**config.mk**
```make
export PLATFORM = sky130hd
export DESIGN_NAME = asf_top
export DESIGN_NICKNAME = d
export VERILOG_FILES = /design/src/asf_pkg.sv /design/src/asf_top.sv
export SDC_FILE = /design/constraint.sdc
export NUM_CORES = 1
export LEC_CHECK = 0
export BUFFER_PORTS_ARGS = -buffer_cell sky130_fd_sc_hd__buf_2
export CORE_MARGIN = 3
export CORE_UTILIZATION = 55
export DETAILED_ROUTE_END_ITERATION = 8
export PLACE_DENSITY_LB_ADDON = 0.1
export SLEW_MARGIN = 10
export SYNTH_ARGS = -nofsm -noshare
export SYNTH_HDL_FRONTEND = slang
export SYNTH_SLANG_ARGS = --single-unit
export TNS_END_PERCENT = 50
```
**constraint.sdc**
```tcl
create_clock -name CLK_I -period 7.85 [get_ports CLK_I]
set_input_delay 1.57 -clock CLK_I [delete_from_list [all_inputs] [get_ports CLK_I]]
set_output_delay 1.57 -clock CLK_I [all_outputs]
set_load 0.005 [all_outputs]
```
**src/asf_pkg.sv**
```systemverilog
// Purpose: constants for the converter serial control and result queue
// Assumes: 20 MHz system clock, nominal 4.4 MHz internal conversion clock
// Notes:   command byte layout, clock modes, timing counts
package asf_pkg;
   localparam int CLK_HZ     = 20_000_000;
   localparam int OSC_HZ     = 4_400_000;
   localparam int OSC_DIV    = (CLK_HZ + OSC_HZ / 2) / OSC_HZ;
   localparam int ACQ_NS     = 1400;
   localparam int ACQ_CYC    = (ACQ_NS * (CLK_HZ / 1_000_000) + 999) / 1000;
   localparam int SAR_TICKS  = 13;
   localparam int EXT_ACQ_ED = 4;
   localparam int EXT_SAR_ED = 12;
   localparam int RES_W      = 12;
   localparam int FIFO_DEPTH = 16;
   // command byte type bits
   localparam int CONV_BIT   = 7;
   localparam int SETUP_BIT  = 6;
   localparam int AVG_BIT    = 5;
   localparam int RST_BIT    = 4;
   // field positions
   localparam int CKSEL_HI   = 5;
   localparam int CKSEL_LO   = 4;
   localparam int DIFF_HI    = 1;
   localparam int DIFF_LO    = 0;
   localparam int CHSEL_HI   = 6;
   localparam int CHSEL_LO   = 3;
   localparam int SCAN_HI    = 2;
   localparam int SCAN_LO    = 1;
   localparam int TEMP_BIT   = 0;
   localparam int NSCAN_HI   = 1;
   localparam int NSCAN_LO   = 0;
   localparam int FIFO_ONLY  = 3;
   // clock modes
   localparam logic [1:0] MODE_PIN_SCAN = 2'h0;
   localparam logic [1:0] MODE_PIN_EACH = 2'h1;
   localparam logic [1:0] MODE_SERIAL   = 2'h2;
   localparam logic [1:0] MODE_EXT      = 2'h3;
   // scan modes
   localparam logic [1:0] SCAN_UP   = 2'h0;
   localparam logic [1:0] SCAN_DOWN = 2'h1;
   localparam logic [1:0] SCAN_REP  = 2'h2;
   localparam logic [1:0] SCAN_ONCE = 2'h3;
   // reset values
   localparam logic [7:0] PAIR_RST  = 8'h00;
   localparam logic [1:0] NSCAN_RST = 2'h0;
   typedef enum {CV_IDLE, CV_TRACK, CV_CONV} asf_conv_t;
endpackage

```
**src/asf_top.sv**
```systemverilog
// Purpose: serial command port, clock modes, conversion sequencer, result queue
// Assumes: serial pins and conversion start pin are asynchronous to CLK_I
// Notes:   serial clock must be slow against CLK_I (bench uses 400 ns)
`timescale 1ns/1ps
module asf_top (
   // clock and reset
   input  wire logic        CLK_I,
   input  wire logic        RST_N_I,
   // serial port
   input  wire logic        CS_N_I,
   input  wire logic        SCLK_I,
   input  wire logic        DIN_I,
   output logic             DOUT_O,
   output logic             DOUT_OE_O,
   // conversion control
   input  wire logic        CONVERSION_START_PIN_N_I,
   output logic             EOC_N_O,
   // analog core
   input  wire logic [11:0] ANALOG_CODE_I,
   input  wire logic        ANALOG_NEG_I,
   input  wire logic [11:0] TEMP_CODE_I,
   output logic [3:0]       CONV_CHAN_O,
   output logic             CONV_DIFF_O,
   output logic             CONV_TEMP_O,
   output logic             TRACK_O,
   output logic             OSC_EN_O
);
   // ***************************************************
   // input synchronisers and edges
   // ***************************************************
   logic [3:0] sync1_reg;
   logic [3:0] sync2_reg;
   logic [3:0] sync3_reg;
   always_ff @(posedge CLK_I or negedge RST_N_I) begin
      if (!RST_N_I) begin
         sync1_reg <= 4'hF;
         sync2_reg <= 4'hF;
         sync3_reg <= 4'hF;
      end else begin
         sync1_reg <= {CONVERSION_START_PIN_N_I, DIN_I, SCLK_I, CS_N_I};
         sync2_reg <= sync1_reg;
         sync3_reg <= sync2_reg;
      end
   end
   wire cs_n_s    = sync2_reg[0];
   wire din_s     = sync2_reg[2];
   wire cs_fall   = sync3_reg[0] & ~sync2_reg[0];
   wire sclk_rise = ~cs_n_s & ~sync3_reg[1] & sync2_reg[1];
   wire sclk_fall = ~cs_n_s & sync3_reg[1] & ~sync2_reg[1];
   wire sclk_rise_any = ~sync3_reg[1] & sync2_reg[1];
   wire cnv_fall  = sync3_reg[3] & ~sync2_reg[3];
   wire cnv_rise  = ~sync3_reg[3] & sync2_reg[3];

   // ***************************************************
   // command receiver
   // ***************************************************
   logic [6:0] rx_sh_reg;
   logic [2:0] rx_cnt_reg;
   logic       pair_pend_reg;
   logic       pair_bip_reg;
   logic [1:0] mode_reg;
   logic [7:0] uni_reg;
   logic [7:0] bip_reg;
   logic [3:0] chsel_reg;
   logic [1:0] scan_reg;
   logic       temp_req_reg;
   logic [1:0] nscan_reg;
   wire        byte_done = sclk_rise & (rx_cnt_reg == 3'h7);
   wire [7:0]  rx_byte   = {rx_sh_reg, din_s};
   wire        is_pair   = byte_done & pair_pend_reg;
   wire        is_conv   = byte_done & ~pair_pend_reg & rx_byte[asf_pkg::CONV_BIT];
   wire        is_setup  = byte_done & ~pair_pend_reg & (rx_byte[7:6] == 2'h1);
   wire        is_avg    = byte_done & ~pair_pend_reg & (rx_byte[7:5] == 3'h1);
   wire        is_rst    = byte_done & ~pair_pend_reg & (rx_byte[7:4] == 4'h1);
   wire        rst_all   = is_rst & ~rx_byte[asf_pkg::FIFO_ONLY];
   always_ff @(posedge CLK_I or negedge RST_N_I) begin
      if (!RST_N_I) begin
         rx_sh_reg     <= 7'h00;
         rx_cnt_reg    <= 3'h0;
         pair_pend_reg <= 1'b0;
         pair_bip_reg  <= 1'b0;
         mode_reg      <= asf_pkg::MODE_SERIAL;
         uni_reg       <= asf_pkg::PAIR_RST;
         bip_reg       <= asf_pkg::PAIR_RST;
         chsel_reg     <= 4'h0;
         scan_reg      <= asf_pkg::SCAN_ONCE;
         temp_req_reg  <= 1'b0;
         nscan_reg     <= asf_pkg::NSCAN_RST;
      end else begin
         if (cs_fall) begin
            rx_cnt_reg    <= 3'h0;
            pair_pend_reg <= 1'b0;
         end else if (sclk_rise) begin
            rx_sh_reg  <= rx_byte[6:0];
            rx_cnt_reg <= rx_cnt_reg + 3'h1;
         end
         if (is_pair) begin
            pair_pend_reg <= 1'b0;
            if (pair_bip_reg) bip_reg <= rx_byte;
            else uni_reg <= rx_byte;
         end
         if (is_conv) begin
            chsel_reg    <= rx_byte[asf_pkg::CHSEL_HI:asf_pkg::CHSEL_LO];
            scan_reg     <= rx_byte[asf_pkg::SCAN_HI:asf_pkg::SCAN_LO];
            temp_req_reg <= rx_byte[asf_pkg::TEMP_BIT];
         end
         if (is_setup) begin
            mode_reg      <= rx_byte[asf_pkg::CKSEL_HI:asf_pkg::CKSEL_LO];
            pair_pend_reg <= rx_byte[asf_pkg::DIFF_HI];
            pair_bip_reg  <= rx_byte[asf_pkg::DIFF_LO];
         end
         if (is_avg) nscan_reg <= rx_byte[asf_pkg::NSCAN_HI:asf_pkg::NSCAN_LO];
         if (rst_all) begin
            mode_reg  <= asf_pkg::MODE_SERIAL;
            uni_reg   <= asf_pkg::PAIR_RST;
            bip_reg   <= asf_pkg::PAIR_RST;
            nscan_reg <= asf_pkg::NSCAN_RST;
         end
      end
   end

   // ***************************************************
   // internal oscillator enable
   // ***************************************************
   logic [2:0] osc_cnt_reg;
   wire        osc_run  = (mode_reg != asf_pkg::MODE_EXT);
   wire        osc_tick = osc_run & (osc_cnt_reg == 3'(asf_pkg::OSC_DIV - 1));
   always_ff @(posedge CLK_I or negedge RST_N_I) begin
      if (!RST_N_I) osc_cnt_reg <= 3'h0;
      else if (!osc_run || osc_tick) osc_cnt_reg <= 3'h0;
      else osc_cnt_reg <= osc_cnt_reg + 3'h1;
   end

   // ***************************************************
   // conversion sequencer
   // ***************************************************
   asf_pkg::asf_conv_t st_reg;
   logic [5:0] tmr_reg;
   logic [3:0] ch_reg;
   logic [3:0] last_reg;
   logic [4:0] rep_reg;
   logic       tpend_reg;
   logic       seq_open_reg;
   logic       eoc_n_reg;
   wire        ext_mode  = (mode_reg == asf_pkg::MODE_EXT);
   wire        pin_mode  = ~mode_reg[1];
   // outside the pin modes a conversion command starts on the edge that also stores its fields
   wire [3:0]  chsel_now = is_conv ? rx_byte[asf_pkg::CHSEL_HI:asf_pkg::CHSEL_LO] : chsel_reg;
   wire [1:0]  scan_now  = is_conv ? rx_byte[asf_pkg::SCAN_HI:asf_pkg::SCAN_LO] : scan_reg;
   wire        temp_now  = is_conv ? rx_byte[asf_pkg::TEMP_BIT] : temp_req_reg;
   wire [1:0]  scan_eff  = ext_mode ? asf_pkg::SCAN_ONCE : scan_now;
   wire        start_req = pin_mode ? cnv_fall : is_conv;
   wire        idle      = (st_reg == asf_pkg::CV_IDLE);
   wire        load_seq  = idle & start_req & ~seq_open_reg;
   wire [2:0]  pair_idx  = 3'(7 - ch_reg[3:1]);
   wire        ch_bip    = bip_reg[pair_idx];
   wire        ch_diff   = uni_reg[pair_idx] | ch_bip;
   wire [3:0]  ch_drive  = ch_diff ? {ch_reg[3:1], 1'b0} : ch_reg;
   wire [4:0]  ch_step   = {1'b0, ch_drive} + (ch_diff ? 5'h02 : 5'h01);
   wire        seq_end   = (rep_reg <= 5'h01) & (ch_step > {1'b0, last_reg});
   wire        tick      = ext_mode ? sclk_rise_any : osc_tick;
   wire        trk_done  = (mode_reg == asf_pkg::MODE_PIN_EACH) ? cnv_rise :
                           ext_mode ? (tmr_reg == 6'(asf_pkg::EXT_ACQ_ED)) :
                           (tmr_reg == 6'(asf_pkg::ACQ_CYC));
   wire [5:0]  conv_len  = ext_mode ? 6'(asf_pkg::EXT_SAR_ED) : 6'(asf_pkg::SAR_TICKS);
   wire        conv_done = (st_reg == asf_pkg::CV_CONV) & tick & (tmr_reg == conv_len - 6'h01);
   wire        push_ch   = conv_done & ~tpend_reg;
   wire        each_mode = (mode_reg == asf_pkg::MODE_PIN_EACH);
   wire        eoc_set   = conv_done & (each_mode | (~tpend_reg & seq_end));
   wire [11:0] unip_code = ANALOG_NEG_I ? 12'h000 : ANALOG_CODE_I;
   wire [11:0] ch_result = (ch_diff & ch_bip) ? {~ANALOG_CODE_I[11], ANALOG_CODE_I[10:0]}
                                              : unip_code;
   always_ff @(posedge CLK_I or negedge RST_N_I) begin
      if (!RST_N_I) begin
         st_reg       <= asf_pkg::CV_IDLE;
         tmr_reg      <= 6'h00;
         ch_reg       <= 4'h0;
         last_reg     <= 4'h0;
         rep_reg      <= 5'h01;
         tpend_reg    <= 1'b0;
         seq_open_reg <= 1'b0;
      end else begin
         case (st_reg)
            asf_pkg::CV_IDLE: begin
               tmr_reg <= 6'h00;
               if (load_seq) begin
                  ch_reg    <= (scan_eff == asf_pkg::SCAN_UP) ? 4'h0 : chsel_now;
                  last_reg  <= (scan_eff == asf_pkg::SCAN_UP) ? chsel_now :
                               (scan_eff == asf_pkg::SCAN_DOWN) ? 4'hF : chsel_now;
                  rep_reg   <= (scan_eff == asf_pkg::SCAN_REP) ? {1'b0, nscan_reg, 2'h0} + 5'h04 : 5'h01;
                  tpend_reg <= temp_now;
               end
               if (idle & start_req) begin
                  seq_open_reg <= 1'b1;
                  st_reg       <= asf_pkg::CV_TRACK;
               end
            end
            asf_pkg::CV_TRACK: begin
               if (trk_done) begin
                  tmr_reg <= 6'h00;
                  st_reg  <= asf_pkg::CV_CONV;
               end else if (ext_mode ? sclk_rise_any : 1'b1) begin
                  tmr_reg <= tmr_reg + 6'h01;
               end
            end
            asf_pkg::CV_CONV: begin
               if (conv_done) begin
                  tmr_reg <= 6'h00;
                  if (tpend_reg) tpend_reg <= 1'b0;
                  else if (rep_reg > 5'h01) rep_reg <= rep_reg - 5'h01;
                  else ch_reg <= ch_step[3:0];
                  if (~tpend_reg & seq_end) seq_open_reg <= 1'b0;
                  st_reg <= (each_mode | (~tpend_reg & seq_end)) ? asf_pkg::CV_IDLE : asf_pkg::CV_TRACK;
               end else if (tick) begin
                  tmr_reg <= tmr_reg + 6'h01;
               end
            end
            default: st_reg <= asf_pkg::CV_IDLE;
         endcase
         if (is_setup) seq_open_reg <= 1'b0;
      end
   end

   // ***************************************************
   // end-of-conversion flag and core outputs
   // ***************************************************
   always_ff @(posedge CLK_I or negedge RST_N_I) begin
      if (!RST_N_I) begin
         eoc_n_reg   <= 1'b1;
         CONV_CHAN_O <= 4'h0;
         CONV_DIFF_O <= 1'b0;
         CONV_TEMP_O <= 1'b0;
         TRACK_O     <= 1'b0;
         OSC_EN_O    <= 1'b0;
      end else begin
         if (ext_mode) eoc_n_reg <= 1'b1;
         else if (eoc_set) eoc_n_reg <= 1'b0;
         else if (cs_fall | (pin_mode & cnv_fall)) eoc_n_reg <= 1'b1;
         CONV_CHAN_O <= ch_drive;
         CONV_DIFF_O <= ch_diff;
         CONV_TEMP_O <= tpend_reg;
         TRACK_O     <= (st_reg == asf_pkg::CV_TRACK);
         OSC_EN_O    <= osc_run;
      end
   end
   assign EOC_N_O = eoc_n_reg;

   // ***************************************************
   // result queue and temperature slot
   // ***************************************************
   logic [11:0] fifo_mem [asf_pkg::FIFO_DEPTH];
   logic [3:0]  wr_ptr_reg;
   logic [3:0]  rd_ptr_reg;
   logic [4:0]  cnt_reg;
   logic [11:0] temp_reg;
   logic        temp_vld_reg;
   logic        pop_fifo;
   logic        pop_temp;
   wire         fifo_full = (cnt_reg == 5'(asf_pkg::FIFO_DEPTH));
   wire         fifo_clr  = is_rst;
   wire         overwrite = push_ch & fifo_full & ~pop_fifo;
   always_ff @(posedge CLK_I) begin
      if (push_ch) fifo_mem[wr_ptr_reg] <= ch_result;
   end
   always_ff @(posedge CLK_I or negedge RST_N_I) begin
      if (!RST_N_I) begin
         wr_ptr_reg   <= 4'h0;
         rd_ptr_reg   <= 4'h0;
         cnt_reg      <= 5'h00;
         temp_reg     <= 12'h000;
         temp_vld_reg <= 1'b0;
      end else begin
         if (fifo_clr) begin
            wr_ptr_reg <= 4'h0;
            rd_ptr_reg <= 4'h0;
            cnt_reg    <= 5'h00;
         end else begin
            if (push_ch) wr_ptr_reg <= wr_ptr_reg + 4'h1;
            if (pop_fifo | overwrite) rd_ptr_reg <= rd_ptr_reg + 4'h1;
            if (push_ch & ~pop_fifo & ~fifo_full) cnt_reg <= cnt_reg + 5'h01;
            else if (pop_fifo & ~push_ch) cnt_reg <= cnt_reg - 5'h01;
         end
         if (conv_done & tpend_reg) begin
            temp_reg     <= TEMP_CODE_I;
            temp_vld_reg <= 1'b1;
         end else if (pop_temp | fifo_clr) begin
            temp_vld_reg <= 1'b0;
         end
      end
   end

   // ***************************************************
   // data out shifter
   // ***************************************************
   logic [7:0] tx_sh_reg;
   logic [7:0] lo_hold_reg;
   logic       lo_next_reg;
   logic       lo_temp_reg;
   logic       cur_lo_reg;
   logic       hi_vld_reg;
   logic       pend_reg;
   logic       seen_rise_reg;
   logic [2:0] fall_cnt_reg;
   logic       oe_reg;
   wire        fifo_any  = (cnt_reg != 5'h00);
   wire        load_evt  = cs_fall | (sclk_fall & seen_rise_reg & (fall_cnt_reg == 3'h7));
   wire        load_lo   = load_evt & lo_next_reg;
   wire        load_hi   = load_evt & ~lo_next_reg;
   // a loaded byte counts as read only once the host clocks its first bit
   wire        commit    = sclk_rise & pend_reg & ~load_evt;
   wire        drop_lo   = fifo_clr | (overwrite & ~lo_temp_reg);
   wire [11:0] hi_src    = temp_vld_reg ? temp_reg : fifo_mem[rd_ptr_reg];
   wire        hi_ok     = temp_vld_reg | fifo_any;
   assign pop_temp = commit & cur_lo_reg & lo_temp_reg;
   assign pop_fifo = commit & cur_lo_reg & ~lo_temp_reg & fifo_any;
   always_ff @(posedge CLK_I or negedge RST_N_I) begin
      if (!RST_N_I) begin
         tx_sh_reg     <= 8'h00;
         lo_hold_reg   <= 8'h00;
         lo_next_reg   <= 1'b0;
         lo_temp_reg   <= 1'b0;
         cur_lo_reg    <= 1'b0;
         hi_vld_reg    <= 1'b0;
         pend_reg      <= 1'b0;
         seen_rise_reg <= 1'b0;
         fall_cnt_reg  <= 3'h0;
         oe_reg        <= 1'b0;
      end else begin
         oe_reg <= ~cs_n_s;
         if (cs_fall) begin
            seen_rise_reg <= 1'b0;
            fall_cnt_reg  <= 3'h0;
         end else if (sclk_rise) begin
            seen_rise_reg <= 1'b1;
         end else if (sclk_fall & seen_rise_reg) begin
            fall_cnt_reg <= fall_cnt_reg + 3'h1;
            if (fall_cnt_reg != 3'h7) tx_sh_reg <= {tx_sh_reg[6:0], 1'b0};
         end
         if (load_lo) begin
            tx_sh_reg  <= lo_hold_reg;
            cur_lo_reg <= 1'b1;
            pend_reg   <= 1'b1;
         end else if (load_hi) begin
            tx_sh_reg   <= hi_ok ? {4'h0, hi_src[11:8]} : 8'h00;
            lo_hold_reg <= hi_src[7:0];
            lo_temp_reg <= temp_vld_reg;
            hi_vld_reg  <= hi_ok;
            cur_lo_reg  <= 1'b0;
            pend_reg    <= 1'b1;
         end else if (commit) begin
            pend_reg    <= 1'b0;
            lo_next_reg <= ~cur_lo_reg & hi_vld_reg;
         end
         if (drop_lo) lo_next_reg <= 1'b0;
      end
   end
   assign DOUT_O    = tx_sh_reg[7];
   assign DOUT_OE_O = oe_reg;

endmodule // asf_top

```
### Yosys cells after proc, flatten, opt, wreduce, memory -nomap -nowiden

Memory sizes are Yosys's and may differ from the RTL's.
Cells that the tools add are included.

| cells by class | value |
|---|---|
| equality and inequality tests | 38 |
| reductions and logical operators | 40 |
| bitwise operators | 73 |
| add/sub/neg operators | 13 |
| muxes and demuxes | 102 |
| order comparisons | 4 |

Operators by type and width:

| kind | count |
|---|---|
| 2-to-1 mux 32 bit | 3 |
| 2-to-1 mux 8 bit | 12 |
| case mux 32 bit (3 select lines) | 1 |
| equality test 32 x 2 -> 1 bit, second input constant | 2 |
| logical NOT 32 bit | 2 |
| 2-to-1 mux 4 bit | 13 |
| bitwise AND 1 bit | 45 |
| 2-to-1 mux 5 bit | 8 |
| 2-to-1 mux 1 bit | 38 |
| 2-to-1 mux 12 bit | 3 |
| equality test 32 x 1 -> 1 bit, second input constant | 1 |
| equality test 32 x 3 -> 1 bit, second input constant | 1 |
| 2-to-1 mux 6 bit | 4 |
| nonzero test 2 bit | 12 |
| nonzero test 3 bit | 8 |
| NOT 1 bit | 20 |
| 2-to-1 mux 3 bit | 6 |
| != test 2 bit, second input constant | 9 |
| != test 3 bit, second input constant | 6 |
| case mux 6 bit (3 select lines) | 1 |
| 2-to-1 mux 2 bit | 7 |
| AND reduction 2 bit | 6 |
| AND reduction 3 bit | 4 |
| case mux 5 bit (2 select lines) | 1 |
| 34 further kinds | 57 |

| word-level totals | value |
|---|---|
| flip-flop bits (word level) | 168 |
| bits in writable memories | 192 |
| word-level logic and storage cells | 314 |
| memories | 1 |

Memories:

| memory | words | bits a word | rd ports | clocked after Yosys merged registers in | wr ports | RTL line | source |
|---|---|---|---|---|---|---|---|
| fifo_mem | 16 | 12 | 1 | 0 | 1 | asf_top.sv:251 | `logic [11:0] fifo_mem [asf_pkg::FIFO_DEPTH];` |

### Depth between registers and ports, before layout

| logic depth | value |
|---|---|
| word-level depth | 17 |
| depth in mapped cells | 16 |
| depth with buffers taken out | 15 |

### Least setup slack after synthesis

Ideal clock, no wire load.

| timing | value |
|---|---|
| kind | reg2reg |
| start | register ch_reg[1] |
| end | register st_reg[0] |
| setup slack | 4.570 ns |
| cell stages (with the launch flop) | 14 |
| setup time | 0.095 ns |
| clock period less this slack | 3.280 ns |
| arrival | 3.184 ns |
| path through | dfrtp_1 -> buf_2 -> mux4_2 -> mux2i_4 -> nand2_1 -> nor2_1 -> fa_1 -> ha_1 -> nor2b_1 -> o21ai_0 -> a21oi_1 -> o211ai_1 -> a31oi_1 -> o31ai_1 |

| on the way | value |
|---|---|
| longest elaborated chain between the ends | 13 |
| elaborated cells on any way between the ends | 16 |
| those cells by class | 2 x add/sub; 1 x order compare; 9 x mux; 4 x bitwise |

Ends and longest elaborated chain:

| item | RTL line | source |
|---|---|---|
| from (decl) | asf_top.sv:139 | `logic [3:0] ch_reg;` |
| from (signal assigned) | asf_top.sv:187 | `ch_reg <= (scan_eff == asf_pkg::SCAN_UP) ? 4'h0 : chsel_now;` |
| from (signal assigned) | asf_top.sv:211 | `else ch_reg <= ch_step[3:0];` |
| subtractor 3 bit (*) | asf_top.sv:155 | `wire [2:0] pair_idx = 3'(7 - ch_reg[3:1]);` |
| binary-select mux 1 bit (select 3 bit), on equally long branches | asf_top.sv:157, asf_top.sv:156 |  |
| 2-to-1 mux 1 bit, on equally long branches | asf_top.sv:157, asf_top.sv:156 |  |
| bitwise OR 1 bit (*) | asf_top.sv:157 | `wire ch_diff = uni_reg[pair_idx] \| ch_bip;` |
| named net ch_diff | asf_top.sv:157 |  |
| 2-to-1 mux 1 bit (*) | asf_top.sv:158 | `wire [3:0] ch_drive = ch_diff ? {ch_reg[3:1], 1'b0} : ch_reg;` |
| named net ch_drive[0] | asf_top.sv:158 |  |
| adder 4 x 2 -> 5 bit (*) | asf_top.sv:159 | `wire [4:0] ch_step = {1'b0, ch_drive} + (ch_diff ? 5'h02 : 5'h01);` |
| > comparator 5 x 4 -> 1 bit (*) | asf_top.sv:160 | `wire seq_end = (rep_reg <= 5'h01) & (ch_step > {1'b0, last_reg});` |
| bitwise AND 1 bit (*) | asf_top.sv:160 |  |
| bitwise AND 1 bit (*) | asf_top.sv:213 | `st_reg <= (each_mode \| (~tpend_reg & seq_end)) ? asf_pkg::CV_IDLE : asf_pkg::CV_TRACK;` |
| bitwise OR 1 bit (*) | asf_top.sv:213 |  |
| 2-to-1 mux 1 bit (*) | asf_top.sv:213 |  |
| 2-to-1 mux 32 bit (*) | asf_top.sv:207 | `if (conv_done) begin` |
| case mux 32 bit (3 select lines) (*) | asf_top.sv:183 | `case (st_reg)` |
| to (signal assigned) | asf_top.sv:195 | `st_reg <= asf_pkg::CV_TRACK;` |
| to (signal assigned) | asf_top.sv:213 |  |
| to (signal assigned) | asf_top.sv:218 | `default: st_reg <= asf_pkg::CV_IDLE;` |
| to (decl) | asf_top.sv:137 | `asf_pkg::asf_conv_t st_reg;` |

The timed path passes the listed nets; every way through them passes the cells marked *. The select of a mux whose other input is x is not followed.
A chain may end at the register's enable or synchronous reset.

### Worst setup path after layout

| timing | value |
|---|---|
| start | register st_reg[0] |
| end | register cnt_reg[4] |

| on the way | value |
|---|---|
| longest elaborated chain between the ends | 8 |
| elaborated cells on any way between the ends | 11 |
| those cells by class | 1 x eq/ne; 2 x mux; 7 x bitwise; 1 x reduce/logical |

Ends and longest elaborated chain:

| item | RTL line | source |
|---|---|---|
| from (signal assigned) | asf_top.sv:175 | `st_reg <= asf_pkg::CV_IDLE;` |
| from (signal assigned) | asf_top.sv:195 |  |
| from (signal assigned) | asf_top.sv:201 | `st_reg <= asf_pkg::CV_CONV;` |
| equality test 32 x 3 -> 1 bit (*) | asf_top.sv:166 | `wire conv_done = (st_reg == asf_pkg::CV_CONV) & tick & (tmr_reg == conv_len - 6'h01);` |
| bitwise AND 1 bit (*) (2 in series) | asf_top.sv:166 |  |
| bitwise AND 1 bit (*) | asf_top.sv:167 | `wire push_ch = conv_done & ~tpend_reg;` |
| bitwise AND 1 bit (2 in series) | asf_top.sv:280 | `if (push_ch & ~pop_fifo & ~fifo_full) cnt_reg <= cnt_reg + 5'h01;` |
| 2-to-1 mux 5 bit | asf_top.sv:280 |  |
| 2-to-1 mux 5 bit | asf_top.sv:273 | `if (fifo_clr) begin` |
| to (signal assigned) | asf_top.sv:280 |  |
| to (signal assigned) | asf_top.sv:281 | `else if (pop_fifo & ~push_ch) cnt_reg <= cnt_reg - 5'h01;` |
| to (decl) | asf_top.sv:254 | `logic [4:0] cnt_reg;` |

Mark *: on every way between the ends. The rest lies on a longest branch, timed or not.

==> summary by stage <==
STA
The final sum of negative setup slack is 0 ns. The hold violation count in the final report is 0. Setup repair after global routing left no endpoint under its margin. For the pin with the worst max-slew slack, the measured transition is ~1.1 ns. The minimum clock period after layout is just over 4 ns.

In the post-route analysis, the smallest setup slack over all paths is 3.79 ns. Timing would allow up to around 0.25 GHz. The portion of the clock cycle consumed by the worst path in the final layout is between 50% and 60%.

The final setup violation count is 0. The relative slew slack is 29.8%. The clock skew after layout is 0.0232 ns. The max-slew violation count is 0.

Run status
The flow ran to the end, and the final reports show no timing, DRC or antenna violations.

Clocking
The post-CTS clock slew at the launch and capture registers of the worst setup and hold paths is ~0.060 ns. Counting the buffers created by CTS gives 36. Buffers inserted to repair hold after CTS numbered 0. In this run, post-CTS repair resized a total of 0 instances. The H-tree was split into 2 levels.

At the later pin of the worst-skew pair, clock insertion delay measures between 0.5 and 0.6 ns. The maximum buffer depth of the clock tree is 3. The CTS tree is yes. Post-CTS timing repair inserted 0 buffers for setup. The CTS sink count is around 330.

In this run the clock root is driven by a sky130_fd_sc_hd__clkbuf_16.

Power
The overall power consumption is between 3 and 4 mW. The total power divided by cell area is between 200 and 250 mW/mm^2. The analysis attributes to cell leakage a power of slightly above 6 nW. Across the VDD grid, the largest voltage drop is roughly 0.00023 V.

Yosys
After synthesis, the mean cell area works out to about 14 um^2. The async set-reset flop share out of synthesis is between 40% and 50%. The post-synthesis instance area is 0.0144 mm^2. The most used flip-flop cell after synthesis is sky130_fd_sc_hd__edfxtp_1.

Yosys mapped the design onto just under 80 distinct sky130hd cell types. The number of warnings reported in the yosys synthesis log is 0. The number of nets in the synthesized netlist is ~1100. The cell count after synthesis is approximately 1000. Counting flops with a built-in enable in the synthesized netlist gives approximately 190. The synthesized design contains approximately 330 register bits. The sequential-to-total area share from yosys stat is about 64%.

GRT
The fraction of met1 tracks used by global routing is 33.8%. Entering global routing, the biggest net connects between 70 and 80 pins. The number of antenna violations at the first check in global routing is 0. Global routing finished with a remaining overflow of 0. The routing layer with the top usage in global route is met2. The met2 routing resource usage after global routing is around a third.

The global routing usage on met3 is about 5%. The number of global-route vias before repair is about 8500. The first-pass GRT wire length is 49200 um. The total routing usage reported by global routing is between 20 and 25%.

Critical path
On the critical path, the stage with the largest delay is an instance of sky130_fd_sc_hd__ha_1. The signal on the critical path passes through inv_1, ha_1, nand2_1, nor4_1, and3_1, nand2_1, fa_1, a21o_1, a21oi_1, or3_1, a2bb2oi_1, a31oi_1. The startpoint type of the worst setup path is a flip-flop. In this run the worst path has a maximum fanout of 22. Counting stages on the worst path, the most repeated cell is sky130_fd_sc_hd__nand2_1. The required time of the critical path is between 8 and 9 ns. The worst setup path is captured at a flip-flop. The category of the critical setup timing path is flip-flop to flip-flop.

The number of buffers and inverters on the critical path is 1. The data arrival at the endpoint of the critical path is between 4 and 5 ns. The highest cell delay on the worst timing path is about 0.74 ns. The kind of cell with the highest combined delay along the critical path is simple AND/OR/NAND/NOR gates.

Route
In the routed layout, each cell is associated on average with a via count of 5.99. Once detail routing completed, the nets flagged for antenna violations numbered 0. The first routing iteration left roughly 720 violations.

After detailed routing, the number of remaining DRC violations is 0. The via total after detailed routing is approximately 8500. After detailed routing, the average wire length per cell comes to 21.7 um. The first detailed-routing pass took 6 iterations.

The routed wire length is ~30000 um.

Cells and area
The final-layout fill cell count is between 1500 and 2000. The commonest non-fill, non-tap cell in the layout is sky130_fd_sc_hd__edfxtp_1. The area used by multi-input combinational logic is ~0.0048 mm^2. The count of non-filler cells in the finished layout is 1416.

The sequential cells in the finished layout cover a total of approximately 0.0092 mm^2. The number of antenna diodes is 0. In the layout the commonest cells are sky130_fd_sc_hd__edfxtp_1 (192), sky130_fd_sc_hd__dfrtp_1 (120), sky130_fd_sc_hd__nand2_1 (66). Measured on the finished design, the core utilization comes to 62.8%.

The area growth from synthesis to layout is 11.2%. In the final layout, the share of cells above drive strength 1 is 18.7%. The net count reported at finish is ~1100. The register with the most flip-flops in the layout has 192 of them.

Die
The I/O pin count is between 40 and 50. The die footprint is between 0.02 and 0.03 mm^2. The height of the die is between 150 and 200 um. The width of the die is roughly 170 um.

The effective utilization at floorplan is between 50% and 60%. The area of the placeable core is between 0.02 and 0.03 mm^2. The standard-cell row count is a little under 60.

Flow run
The max-cap violation count is 0.

Placement
The congestion estimate from routability-driven global placement came to roughly 0.84. The number of port buffers is slightly above 40. Once detailed placement completed, the half-perimeter wirelength came to 19900 um. At the placement stage, the worst setup path has a slack of a little under 4 ns. Including well taps, the total number of placed cells is 1350.

Hold path
The type of the worst min-delay path is flip-flop to flip-flop.
## logic make-up (layout without fill, tap and decap cells)
| kind of cell | Yosys count | in the layout | synth area share, % |
|---|---|---|---|
| flip-flops | 329 | 329 | 64.0 |
| AND/OR/NAND/NOR | 254 | 254 | 9.26 |
| AO/OA/AOI/OAI | 186 | 186 | 8.59 |
| multiplexers | 121 | 121 | 12.1 |
| buffers and inverters | 85 | 154 | 2.62 |
| adder cells (fa/ha/maj) | 30 | 30 | 2.71 |
| XOR/XNOR | 12 | 12 | 0.730 |
## worst register-to-register path, stage by stage, from the launching register on
cell	delay [ns]
sky130_fd_sc_hd__dfrtp_1	0.42
sky130_fd_sc_hd__inv_1	0.09
sky130_fd_sc_hd__ha_1	0.74
sky130_fd_sc_hd__nand2_1	0.16
sky130_fd_sc_hd__nor4_1	0.44
sky130_fd_sc_hd__and3_1	0.53
sky130_fd_sc_hd__nand2_1	0.24
sky130_fd_sc_hd__fa_1	0.46
sky130_fd_sc_hd__a21o_1	0.19
sky130_fd_sc_hd__a21oi_1	0.21
sky130_fd_sc_hd__or3_1	0.16
sky130_fd_sc_hd__a2bb2oi_1	0.16
sky130_fd_sc_hd__a31oi_1	0.10
## routing by layer
metal	wire length (um)	up-vias	part of all wire, %
met3	1960	42	6.4
met2	14000	213	45
met5	0	-	0
met1	14300	4303	46
met4	522	0	1.7
li1	-	3924	-
## cells in the mapped netlist, types with 5 or more instances
library cell               count  area, um^2
sky130_fd_sc_hd__nand4_1       6        37.5
sky130_fd_sc_hd__nand3_1      19        95.1
sky130_fd_sc_hd__a311oi_1      5        43.8
sky130_fd_sc_hd__and3_1       13        81.3
sky130_fd_sc_hd__edfxtp_1    192        5770
sky130_fd_sc_hd__a31oi_1       7        43.8
sky130_fd_sc_hd__xnor2_1       9        78.8
sky130_fd_sc_hd__nor2_1       56         210
sky130_fd_sc_hd__a211oi_1      8        60.1
sky130_fd_sc_hd__o21ai_0      57         285
sky130_fd_sc_hd__o22ai_1       7        43.8
sky130_fd_sc_hd__dfrtp_1     121        3030
sky130_fd_sc_hd__a21o_1        6        45.0
sky130_fd_sc_hd__nor3_1       10        50.1
sky130_fd_sc_hd__nor2b_1      17         106
sky130_fd_sc_hd__a221oi_1     16         140
sky130_fd_sc_hd__a21oi_1      30         150
sky130_fd_sc_hd__a22oi_1      16         120
sky130_fd_sc_hd__and2_1       26         163
sky130_fd_sc_hd__buf_2        14        70.1
sky130_fd_sc_hd__clkbuf_1     21        78.8
sky130_fd_sc_hd__mux4_2       37         833
sky130_fd_sc_hd__ha_1         28         350
sky130_fd_sc_hd__mux2i_1      52         521
sky130_fd_sc_hd__nand2_1      66         248
sky130_fd_sc_hd__mux2_2       27         304
sky130_fd_sc_hd__inv_1        37         139
sky130_fd_sc_hd__nand2b_1      5        31.3
sky130_fd_sc_hd__dfstp_2      16         420
## where the power goes
part	internal (mW)	switching [mW]
registers	1.91	0.0856
clock network	0.961	0.646
logic	0.156	0.235
total	3.03	0.967
## through the flow
step	hold slack, ns	cell area [um^2]
6_report	0.354	16000
5_1_grt	0.358	16000
4_1_cts	0.355	16000
3_5_place_dp	0.347	14900
3_3_place_gp	0.346	14900
2_1_floorplan	0.345	14400
## layout make-up
cell class / count / area share [%]
Timing Repair Buffer: 49 / 1.70
Clock inverter: 11 / 0.540
Clock buffer: 55 / 6.59
Sequential cell: 329 / 57.6
Tap cell: 330 / 2.58
Inverter: 39 / 0.931
Multi-Input combinational cell: 603 / 30.0
## final timing paths
kind / start / to / slack, ns / cells past startpoint
min: sync1_reg[2] / sync2_reg[2] / 0.35 / 0
min reg2reg: sync1_reg[2] / sync2_reg[2] / 0.35 / 0
max in group asynchronous: RST_N_I / pend_reg / 5.45 / 2
max: st_reg[0] / cnt_reg[4] / 3.79 / 12
min in group asynchronous: RST_N_I / temp_reg[3] / 1.02 / 1
max reg2reg: st_reg[0] / cnt_reg[4] / 3.79 / 12
Power figures use the tool's default switching activity.
